===== config.mk =====
export PLATFORM = sky130hd
export DESIGN_NAME = queue_flag_and_output_control
export DESIGN_NICKNAME = d
export VERILOG_FILES = /design/src/pkg/queue_flag_pkg.sv /design/src/verilog/queue_flag_and_output_control.sv
export VERILOG_INCLUDE_DIRS = /design/src /design/src/pkg
export SDC_FILE = /design/constraint.sdc
export NUM_CORES = 1
export LEC_CHECK = 0
export BUFFER_PORTS_ARGS = -buffer_cell sky130_fd_sc_hd__buf_2
export CAP_MARGIN = 20
export CELL_PAD_IN_SITES_DETAIL_PLACEMENT = 0
export CELL_PAD_IN_SITES_GLOBAL_PLACEMENT = 1
export CORE_MARGIN = 10
export CORE_UTILIZATION = 33
export CTS_CLUSTER_DIAMETER = 200
export CTS_CLUSTER_SIZE = 12
export DETAILED_ROUTE_END_ITERATION = 12
export PLACE_DENSITY_LB_ADDON = 0.05
export SKIP_LAST_GASP = 1
export SLEW_MARGIN = 15
export SYNTH_ARGS = -nofsm -noshare
export SYNTH_HDL_FRONTEND = slang
export SYNTH_SLANG_ARGS = --single-unit

===== constraint.sdc =====
create_clock -name sys_clk -period 2.7 [get_ports sys_clk]
set_input_delay 0.27 -clock sys_clk [delete_from_list [all_inputs] [get_ports sys_clk]]
set_output_delay 0.27 -clock sys_clk [all_outputs]
set_load 0.01 [all_outputs]

===== src/pkg/queue_flag_defines.svh =====
// Offsets, pin positions, reset values and widths for the queue flag block.
// Assumes inclusion by bare name from the design file only.
`ifndef QUEUE_FLAG_DEFINES_SVH
`define QUEUE_FLAG_DEFINES_SVH

`define QF_CFG_ADDR 4'h0
`define QF_POLL_ADDR 4'h4
`define QF_STAT_ADDR 4'h8
`define QF_POLL_RST 3'h0
`define QF_RESP_OKAY 2'h0
`define QF_RESP_SLVERR 2'h2
`define QF_X9_BITS 9

`define QF_PIN_RCLK 0
`define QF_PIN_WCLK 1
`define QF_PIN_RSTB 2
`define QF_PIN_WSTB 3
`define QF_PIN_ESTB 4
`define QF_PIN_FSTB 5
`define QF_PIN_OEN 6
`define QF_PIN_MASTER_SELECT 7
`define QF_PIN_WIDTH 8
`define QF_PIN_FMODE 9
`define QF_PIN_RADDR 10
`define QF_PIN_WADDR 16
`define QF_PIN_DEVID 21
`define QF_PIN_COUNT 24

`endif


===== src/pkg/queue_flag_pkg.sv =====
// Types shared by the queue flag block.
// Assumes no other package.
package queue_flag_pkg;
	typedef logic [1:0] queue_t;
	typedef logic [2:0] dev_t;
	typedef enum {FLAGS_DIRECT, FLAGS_POLLED} flag_mode_e;
endpackage


===== src/verilog/queue_flag_and_output_control.sv =====
// Read-port output control and queue flag logic of a four-queue buffer.
// Assumes queue status and read data come from logic on sys_clk; pins are async.
//
// How it works
// - Output enable pin steers read bus drive with no reference to read/write clocks.
// - Master drives read bus while output enable low, releases it while high.
// - Slave keeps read bus released until selected on read port, then follows enable.
// - Output-valid flag follows a new read queue two read clock edges later.
// - Output-valid goes high when the selected read queue is empty.
// - Output-valid pin can be released for wired expansion.
// - Width strap caught at reset: low gives 18-bit, high gives 9-bit read bus.
// - Almost-empty pin low on read edges while the selected read queue is almost empty.
// - Four-bit almost-empty bus carries one bit per queue, direct or polled.
// - Flag mode strap caught at reset picks direct or polled for both buses.
// - Direct almost-empty bus shows device picked by read edge, strobe and address.
// - Polled almost-empty bus steps to the next device on every read edge.
// - Almost-full pin low on write edges while the selected write queue is almost full.
// - Four-bit almost-full bus carries one bit per queue, direct or polled.
// - Direct almost-full bus shows device picked by write edge, strobes and address.
// - Polled almost-full bus steps to the next device on every write edge.
// - Both flag buses can be released so expanded devices share them.
// - Master strap high at reset makes master; slaves start with outputs released.
// - Full-bus sync is high in polled mode for the write cycle carrying this device's status; it stays low in direct mode.
`timescale 1ns/10ps
`include "queue_flag_defines.svh"

module queue_flag_and_output_control #(
	parameter int DataWidth = 18
) (
	input wire logic sys_clk,
	input wire logic rst_n,
	input wire logic rdClkPin,
	input wire logic wrClkPin,
	input wire logic [5:0] rdQueueAddr,
	input wire logic rdAddrStrobe,
	input wire logic [4:0] wrQueueAddr,
	input wire logic wrAddrStrobe,
	input wire logic emptyBusStrobe,
	input wire logic fullBusStrobe,
	input wire logic outEnableN,
	input wire logic masterSelect,
	input wire logic outWidthSel,
	input wire logic flagModeSel,
	input wire logic [2:0] deviceId,
	input wire logic [3:0] qAlmostEmpty,
	input wire logic [3:0] qAlmostFull,
	input wire logic [3:0] qEmpty,
	input wire logic [DataWidth-1:0] rdDataIn,
	output logic [DataWidth-1:0] rdData,
	output logic rdDataOe,
	output logic outValidN,
	output logic outValidOe,
	output logic almostEmptyN,
	output logic almostFullN,
	output logic [3:0] almostEmptyBus,
	output logic almostEmptyBusOe,
	output logic [3:0] almostFullBus,
	output logic almostFullBusOe,
	output logic fullBusSync,
	input wire logic awvalid,
	output logic awready,
	input wire logic [31:0] awaddr,
	input wire logic wvalid,
	output logic wready,
	input wire logic [31:0] wdata,
	input wire logic [3:0] wstrb,
	output logic bvalid,
	input wire logic bready,
	output logic [1:0] bresp,
	input wire logic arvalid,
	output logic arready,
	input wire logic [31:0] araddr,
	output logic rvalid,
	input wire logic rready,
	output logic [31:0] rdata,
	output logic [1:0] rresp
);
	// Pin synchroniser: three stages, a change counts once stages two and three agree
	logic [`QF_PIN_COUNT-1:0] pinRaw;
	logic [`QF_PIN_COUNT-1:0] pinS1_reg;
	logic [`QF_PIN_COUNT-1:0] pinS2_reg;
	logic [`QF_PIN_COUNT-1:0] pinS3_reg;
	logic [`QF_PIN_COUNT-1:0] pinF_reg;
	logic [`QF_PIN_COUNT-1:0] pinF_next;
	logic rdClkPrev_reg;
	logic wrClkPrev_reg;

	assign pinRaw = {deviceId, wrQueueAddr, rdQueueAddr, flagModeSel, outWidthSel, masterSelect,
		outEnableN, fullBusStrobe, emptyBusStrobe, wrAddrStrobe, rdAddrStrobe, wrClkPin, rdClkPin};
	assign pinF_next = (pinS2_reg == pinS3_reg) ? pinS3_reg : pinF_reg;

	always_ff @(posedge sys_clk) begin
		pinS1_reg <= pinRaw;
		pinS2_reg <= pinS1_reg;
		pinS3_reg <= pinS2_reg;
		pinF_reg <= pinF_next;
	end

	wire rdClkF = pinF_reg[`QF_PIN_RCLK];
	wire wrClkF = pinF_reg[`QF_PIN_WCLK];
	wire rdStbF = pinF_reg[`QF_PIN_RSTB];
	wire wrStbF = pinF_reg[`QF_PIN_WSTB];
	wire eStbF = pinF_reg[`QF_PIN_ESTB];
	wire fStbF = pinF_reg[`QF_PIN_FSTB];
	wire oeNF = pinF_reg[`QF_PIN_OEN];
	wire [5:0] rAddrF = pinF_reg[`QF_PIN_RADDR +: 6];
	wire [4:0] wAddrF = pinF_reg[`QF_PIN_WADDR +: 5];

	// Read and write clock pins become one-cycle enables of sys_clk
	wire rdRise = rdClkF && !rdClkPrev_reg;
	wire wrRise = wrClkF && !wrClkPrev_reg;

	always_ff @(posedge sys_clk) begin
		if (!rst_n) begin
			rdClkPrev_reg <= 1'b1;
			wrClkPrev_reg <= 1'b1;
		end else begin
			rdClkPrev_reg <= rdClkF;
			wrClkPrev_reg <= wrClkF;
		end
	end

	// Straps are sampled all through reset and frozen at release
	logic cfgMaster_reg;
	logic cfgX9_reg;
	queue_flag_pkg::flag_mode_e cfgMode_reg;
	queue_flag_pkg::dev_t cfgId_reg;

	always_ff @(posedge sys_clk) begin
		if (!rst_n) begin
			cfgMaster_reg <= pinS3_reg[`QF_PIN_MASTER_SELECT];
			cfgX9_reg <= pinS3_reg[`QF_PIN_WIDTH];
			cfgMode_reg <= pinS3_reg[`QF_PIN_FMODE] ? queue_flag_pkg::FLAGS_POLLED
				: queue_flag_pkg::FLAGS_DIRECT;
			cfgId_reg <= pinS3_reg[`QF_PIN_DEVID +: 3];
		end
	end

	wire polled = (cfgMode_reg == queue_flag_pkg::FLAGS_POLLED);

	function automatic logic devHit(input logic [2:0] addrDev, input logic [2:0] ownId);
		devHit = (addrDev == ownId);
	endfunction

	function automatic logic [2:0] slotStep(input logic [2:0] slot, input logic [2:0] last);
		slotStep = (slot == last) ? 3'h0 : slot + 3'h1;
	endfunction

	// Read port queue selection
	logic rdSel_reg;
	logic rdNull_reg;
	queue_flag_pkg::queue_t rdQueue_reg;
	logic ovStage_reg;
	logic [2:0] pollLast_reg;
	logic [2:0] rdSlot_reg;
	logic [2:0] wrSlot_reg;
	logic wrSel_reg;
	queue_flag_pkg::queue_t wrQueue_reg;
	logic aeBusSel_reg;
	logic afBusSel_reg;

	wire rdPick = rdRise && rdStbF;
	wire rdPickHit = devHit(rAddrF[5:3], cfgId_reg);
	wire rdEmptyNow = !rdSel_reg || rdNull_reg || qEmpty[rdQueue_reg];
	wire [2:0] rdSlotNext = slotStep(rdSlot_reg, pollLast_reg);
	wire [2:0] wrSlotNext = slotStep(wrSlot_reg, pollLast_reg);
	wire wrPick = wrRise && wrStbF;
	wire wrPickHit = devHit(wAddrF[4:2], cfgId_reg);

	always_ff @(posedge sys_clk) begin
		if (!rst_n) begin
			rdSel_reg <= 1'b0;
			rdNull_reg <= 1'b1;
			rdQueue_reg <= '0;
			ovStage_reg <= 1'b1;
			outValidN <= 1'b1;
			almostEmptyN <= 1'b1;
		end else if (rdRise) begin
			if (rdPick) begin
				rdSel_reg <= rdPickHit;
				rdNull_reg <= rAddrF[2];
				rdQueue_reg <= rAddrF[1:0];
			end
			ovStage_reg <= rdEmptyNow;
			outValidN <= ovStage_reg;
			almostEmptyN <= !(rdSel_reg && !rdNull_reg && qAlmostEmpty[rdQueue_reg]);
		end
	end

	// Read data bus and output-valid drive; enable pin is sampled, so it lags by the sync
	always_ff @(posedge sys_clk) begin
		if (!rst_n) begin
			rdData <= '0;
			rdDataOe <= 1'b0;
			outValidOe <= 1'b0;
		end else begin
			rdData <= cfgX9_reg ? {{(DataWidth-`QF_X9_BITS){1'b0}}, rdDataIn[`QF_X9_BITS-1:0]}
				: rdDataIn;
			rdDataOe <= !oeNF && (cfgMaster_reg || rdSel_reg);
			outValidOe <= cfgMaster_reg || rdSel_reg;
		end
	end

	// Almost-empty bus, direct or polled
	always_ff @(posedge sys_clk) begin
		if (!rst_n) begin
			aeBusSel_reg <= 1'b0;
			rdSlot_reg <= '0;
			almostEmptyBus <= 4'hf;
			almostEmptyBusOe <= 1'b0;
		end else if (rdRise) begin
			if (rdRise && eStbF) begin
				aeBusSel_reg <= devHit(rAddrF[5:3], cfgId_reg);
			end
			rdSlot_reg <= rdSlotNext;
			almostEmptyBus <= ~qAlmostEmpty;
			almostEmptyBusOe <= polled ? (rdSlot_reg == cfgId_reg) : aeBusSel_reg;
		end
	end

	// Write port selection, almost-full pin and bus
	always_ff @(posedge sys_clk) begin
		if (!rst_n) begin
			wrSel_reg <= 1'b0;
			wrQueue_reg <= '0;
			afBusSel_reg <= 1'b0;
			wrSlot_reg <= '0;
			almostFullN <= 1'b1;
			almostFullBus <= 4'hf;
			almostFullBusOe <= 1'b0;
			fullBusSync <= 1'b0;
		end else if (wrRise) begin
			if (wrPick) begin
				wrSel_reg <= wrPickHit;
				wrQueue_reg <= wAddrF[1:0];
			end
			if (fStbF && wrStbF) begin
				afBusSel_reg <= wrPickHit;
			end
			wrSlot_reg <= wrSlotNext;
			almostFullN <= !(wrSel_reg && qAlmostFull[wrQueue_reg]);
			almostFullBus <= ~qAlmostFull;
			almostFullBusOe <= polled ? (wrSlot_reg == cfgId_reg) : afBusSel_reg;
			fullBusSync <= polled && (wrSlot_reg == cfgId_reg);
		end
	end

	// AXI4-Lite slave, one write and one read at a time
	logic awHeld_reg;
	logic wHeld_reg;
	logic [3:0] awAddr_reg;
	logic [2:0] wData_reg;
	logic wLane0_reg;

	wire awTake = awvalid && awready;
	wire wTake = wvalid && wready;
	wire wrDo = awHeld_reg && wHeld_reg && !bvalid;
	wire wrPoll = (awAddr_reg == `QF_POLL_ADDR);
	wire wrKnown = wrPoll || (awAddr_reg == `QF_CFG_ADDR) || (awAddr_reg == `QF_STAT_ADDR);
	wire [3:0] arOff = araddr[3:0];
	wire arKnown = (araddr[31:4] == 28'h0) &&
		((arOff == `QF_CFG_ADDR) || (arOff == `QF_POLL_ADDR) || (arOff == `QF_STAT_ADDR));
	wire [31:0] cfgWord = {25'h0, cfgId_reg, 1'b0, polled, cfgX9_reg, cfgMaster_reg};
	wire [31:0] statWord = {22'h0, aeBusSel_reg, afBusSel_reg, wrSel_reg, wrQueue_reg,
		rdSel_reg, rdNull_reg, rdQueue_reg, outValidN};
	wire [31:0] readMux = (arOff == `QF_CFG_ADDR) ? cfgWord
		: (arOff == `QF_POLL_ADDR) ? {29'h0, pollLast_reg}
		: (arOff == `QF_STAT_ADDR) ? statWord : 32'h0;

	always_ff @(posedge sys_clk) begin
		if (!rst_n) begin
			awHeld_reg <= 1'b0;
			wHeld_reg <= 1'b0;
			awAddr_reg <= '0;
			wData_reg <= '0;
			wLane0_reg <= 1'b0;
			awready <= 1'b1;
			wready <= 1'b1;
			bvalid <= 1'b0;
			bresp <= `QF_RESP_OKAY;
			pollLast_reg <= `QF_POLL_RST;
		end else begin
			if (awTake) begin
				awHeld_reg <= 1'b1;
				awready <= 1'b0;
				awAddr_reg <= (awaddr[31:4] == 28'h0) ? awaddr[3:0] : 4'hc;
			end
			if (wTake) begin
				wHeld_reg <= 1'b1;
				wready <= 1'b0;
				wData_reg <= wdata[2:0];
				wLane0_reg <= wstrb[0];
			end
			if (wrDo) begin
				bvalid <= 1'b1;
				bresp <= wrKnown ? `QF_RESP_OKAY : `QF_RESP_SLVERR;
				if (wrPoll && wLane0_reg) begin
					pollLast_reg <= wData_reg;
				end
			end
			if (bvalid && bready) begin
				bvalid <= 1'b0;
				awHeld_reg <= 1'b0;
				wHeld_reg <= 1'b0;
				awready <= 1'b1;
				wready <= 1'b1;
			end
		end
	end

	always_ff @(posedge sys_clk) begin
		if (!rst_n) begin
			arready <= 1'b1;
			rvalid <= 1'b0;
			rdata <= '0;
			rresp <= `QF_RESP_OKAY;
		end else if (arvalid && arready) begin
			arready <= 1'b0;
			rvalid <= 1'b1;
			rdata <= arKnown ? readMux : 32'h0;
			rresp <= arKnown ? `QF_RESP_OKAY : `QF_RESP_SLVERR;
		end else if (rvalid && rready) begin
			rvalid <= 1'b0;
			arready <= 1'b1;
		end
	end
endmodule

Yosys cells after proc, flatten, opt, wreduce, memory -nomap -nowiden
Index checks and enable logic that the tools add are counted.
{"block": "word_totals", "in_bits": 161, "register_bits": 236, "wordCells": 134}
{"block": "classes", "order_cmp": 2, "n_bitwise": 3, "eq_ne": 12, "muxes": 22, "n_reduce_logical": 47, "add_sub_neg": 2}
{"op": "$logic_not A28 Y1", "n": 2}
{"op": "$mux W10", "n": 4}
{"op": "$eq A32 B2 Y1 const B", "n": 1}
{"op": "$eq A24 B24 Y1", "n": 1}
{"op": "$logic_and A1 B1 Y1", "n": 20}
{"op": "$eq A3 B3 Y1", "n": 6}
{"op": "$mux W1", "n": 10}
{"op": "$reduce_and A2 Y1", "n": 5}
{"op": "$eq A4 B3 Y1 const B", "n": 2}
{"op": "$eq A4 B4 Y1 const B", "n": 2}
{"op": "$logic_not A1 Y1", "n": 8}
{"op": "$logic_not A4 Y1", "n": 2}
{"op": "$not A4 Y4", "n": 2}
{"op": "$logic_or A1 B1 Y1", "n": 7}
{"op": "$add A3 B1 Y3 const B", "n": 2}
{"op": "$bmux W1 S2", "n": 3}
{"op": "$lt A2 B3 Y1 const B", "n": 2}
{"op": "$mux W3", "n": 2}
{"op": "$mux W2", "n": 2}
{"op": "$mux W4", "n": 1}
{"op": "$reduce_or A2 Y1", "n": 2}
{"op": "$reduce_bool A2 Y1", "n": 1}
{"op": "$not A1 Y1", "n": 1}

Logic depth before layout (Yosys ltp)
{"block": "depth", "ltp_word": 5, "depth_mapped": 6, "ltp_nobuf": 4}

Least setup slack after synthesis
Ideal clock, no wire load.
{"block": "synth_path", "kind": "flip-flop to flip-flop", "from": "register pinS3_reg[21]", "to": "register pinF_reg[0], enable pin", "synth_period_minus_slack_ns": 2.507, "stages_incl_launch_ff": 5, "setup_time_ns": 0.416, "n_path_buf": 0, "arrival_time_ns": 2.091, "slack_ns": 0.193, "path_cell_list": "dfxtp_1 xor2_1 nor4_1 nand4_1 nor3_1"}
{"block": "synth_via", "elab_chain_cells": 1}
{"element": "from (decl)", "line": "queue_flag_and_output_control.sv:82", "source": "logic [`QF_PIN_COUNT-1:0] pinS3_reg;"}
{"element": "from (signal assigned)", "line": "queue_flag_and_output_control.sv:95", "source": "pinS3_reg <= pinS2_reg;"}
{"element": "$eq A24 B24 Y1", "line": "queue_flag_and_output_control.sv:90", "source": "assign pinF_next = (pinS2_reg == pinS3_reg) ? pinS3_reg : pinF_reg;"}
{"element": "to (signal assigned)", "line": "queue_flag_and_output_control.sv:96", "source": "pinF_reg <= pinF_next;"}
{"element": "to (decl)", "line": "queue_flag_and_output_control.sv:83", "source": "logic [`QF_PIN_COUNT-1:0] pinF_reg;"}
No other way between the ends.
A chain may end at the register's enable or synchronous reset.

Worst setup path after layout
{"block": "layout_path", "from": "register pinS3_reg[21]", "to": "register pinF_reg[13], enable pin"}
The elaborated chain is that of the path after synthesis.

==> flow_summary.ini <==
[status]
status = complete, no violations

[route]
wl_per_cell_um = 15.4
drt-pass1-iter-count = 4
vias = 4159
post_drt_via_cell_ratio = 4.36
wl_mm = 14.6
ant_nets = 0
first_iter_violations = 132
post-route-drc-count = 0

[timing]
hold_viol = 0
tns_ns = 0
rsz0062_at_grt = no
final.setup_skew_ns = 0.0122
slew_headroom_pct = 50.2
slew_violations = 0
worstMarginPinSlew_ns = 0.746
setup_viol = 0
finalCriticalPeriod_ns = 2.01
fmax_mhz = 497
final_min_period_over_clock_period_pct = 74.5

[grt]
grt_pass1_vias = 4242
grt_overflow = 0
grt_usage_pct = 12.0
antenna_found_initial = 0
grt_max_degree = 27
grt_pass1_wl_mm = 22.7

[place]
hpwl_mm = 11.4
gp_congestion = 0.750
dp_cells = 897
port_buffers = 179

[cells_and_area]
num_antenna_cells = 0
drive_above_1_share_pct = 30.9
syn2layout_area_growth_pct = 31.1
nFillCells = 1671
fin_cells = 953
finalNetCount = 878
utilization_pct = 44.5

[worst_setup_path]
cpPeakStageDelay_ns = 0.40
ff2ff_setup_slack_ns = 0.69
rr_worst_depth = 5
start_kind = flip-flop
cp-startpoint = pinS3_reg[21]$_DFF_P_
crit_fanout = 15
required_ns = 2.81
slowest_stage = nor4_1
crit_type = reg2reg
cp_cell_sequence = xor2_1 > nor4_1 > nand4_1 > nor3_2 > buf_4
rr_startpoint = pinS3_reg[21]$_DFF_P_
critPathCaptureType = flip-flop
r2r-end = pinF_reg[13]$_DFFE_PN_
crit_arrival_ns = 2.12

[clock_tree]
cts_made_buffers = 17
cts_resized = 0
cts_max_level = 4
clock-sinks = 178
max-clock-path-buffers = 2
root_buffer = clkbuf_16
clk_latency_ns = 0.42
cts_tree = yes
cts.reportedPaths.clkPinSlew_ns = 0.07

[yosys]
synth_flop_cell = dfxtp_1
synth-async-reset-ratio_pct = 0
synth_top_area_share_pct = 51.9
synth_seq_cells = 178
syn_inst = 506
yosysTopAreaCell = dfxtp_1
synthDistinctLibCells = 44
avgSynthCellArea_sq_um = 11.7
syn_area_sq_um = 5940
synth_edf_count = 24
synthTopCellsByArea = dfxtp_1 (52%), edfxtp_1 (12%), xor2_1 (4.9%)
ys_warn_count = 0
ys_seq_area_share_pct = 64.0

[die]
io_pins = 236
die_h_um = 154
dieArea_sq_um = 23800
die_x_um = 154
start_util_pct = 34.0
row_count = 48
core-area_sq_um = 17500

[power]
irDropWorstVdd_mv = 0.431
p_per_area_nw_per_um2 = 697
power_mw = 5.42
power_leakage_nw = 3.38

[min_path]
hold-path-cell-count = 2
hp-class = in2reg
min_from = rdDataIn[11]
hold_end = rdData[11]$_SDFF_PP0_

[job]
drv_cap = 0
-- layer usage --
layer  GRT usage [%]  part of all wire [%]  vias to the layer above  routed length, um
li1                -                     -                     2133                  -
met1            13.5                    42                     1894               6160
met2            20.5                    50                      126               7340
met3            4.63                   7.1                        6               1040
met4            3.82                  0.70                        0                102
met5               0                     0                        -                  0
-- worst max-delay path, delay by kind of cell, from the launching register on --
kind,cells,cell delay [ns]
XOR/XNOR,1,0.16
buffers and inverters,1,0.29
flip-flops,1,0.32
AND/OR/NAND/NOR,3,0.93
-- worst max path at each step --
stage / end / cells past startpoint
after floorplan: pinF_reg[0]$_DFFE_PN_ / 4
after global placement: pinF_reg[13]$_DFFE_PN_ / 5
after detailed placement: pinF_reg[0]$_DFFE_PN_ / 5
after CTS: pinF_reg[13]$_DFFE_PN_ / 5
after global routing: pinF_reg[14]$_DFFE_PN_ / 5
final: pinF_reg[13]$_DFFE_PN_ / 5
-- cell families (layout without fill, tap and decap cells) --
logic type	Yosys count	after routing	share of synthesized area (%)
flops	178	178	64.0
mux	13	13	2.82
simple gates	161	161	14.7
compound gates	60	60	6.78
fa+ha+maj	2	2	0.421
other cells	1	24	0.0631
xor+xnor	46	46	6.78
buf+inv	45	244	4.42
-- report_power, final --
group	switching, mW	internal [mW]	total, mW
clock	1.03	1.23	2.26
sequential	0.0579	2.78	2.84
combinational	0.155	0.172	0.327
-- cell usage after synthesis (4+ instances only) --
cell type,count
edfxtp_1,24
o21ai_0,4
nand4_1,8
nand2b_1,7
nor2b_1,7
clkbuf_1,14
a21oi_1,24
nor2_1,18
nand2_1,47
a22o_1,4
and2_1,19
nand3_1,22
buf_4,24
xor2_1,33
xnor2_1,13
o211ai_1,8
nor3_1,4
nor4_1,16
mux2i_1,10
o21ai_1,7
dfxtp_1,154
-- repair_timing --
item                      CTS  global route
hold endpoints to repair   24             0
hold buffers               24             0
setup buffers               0             0
-- stage by stage --
| stage | setup WS, ns | cell area [sq um] | hold WS [ns] |
|---|---|---|---|
| 2_1_floorplan | 0.193 | 6030 | 0.298 |
| 3_3_place_gp | 0.667 | 7000 | 0.310 |
| 3_5_place_dp | 0.649 | 7000 | 0.312 |
| 4_1_cts | 0.610 | 7780 | 0.0215 |
| 5_1_grt | 0.575 | 7780 | 0.0252 |
| 6_report | 0.688 | 7780 | 0.0437 |
-- cell type report --
class / count / area (sq um) / area share, %
sequential: 178 / 3800 / 48.9
clock inverter: 11 / 95.1 / 1.22
multi-input combinational: 306 / 1960 / 25.2
inverter: 4 / 15.0 / 0.193
timing repair buffer: 208 / 1170 / 15.1
clock buffer: 21 / 450 / 5.79
tap: 225 / 282 / 3.62
-- placed cells by master, fill, tap and decap left out, types with 5 or more instances in the layout --
master,synthesis,routed
nor2_1,18,18
o211ai_1,8,8
edfxtp_1,24,24
nor4_1,16,16
xnor2_1,13,13
conb_1,1,24
xor2_1,33,33
nand2_1,47,47
a21oi_1,24,24
buf_2,3,179
buf_4,24,5
and2_1,19,19
dlygate4sd3_1,0,24
clkbuf_16,0,17
nand2b_1,7,7
mux2i_1,10,10
nand3_1,22,22
nor2b_1,7,7
dfxtp_1,154,154
o21ai_1,7,7
nand4_1,8,8
No activity file was read; power rests on OpenSTA's default activity.
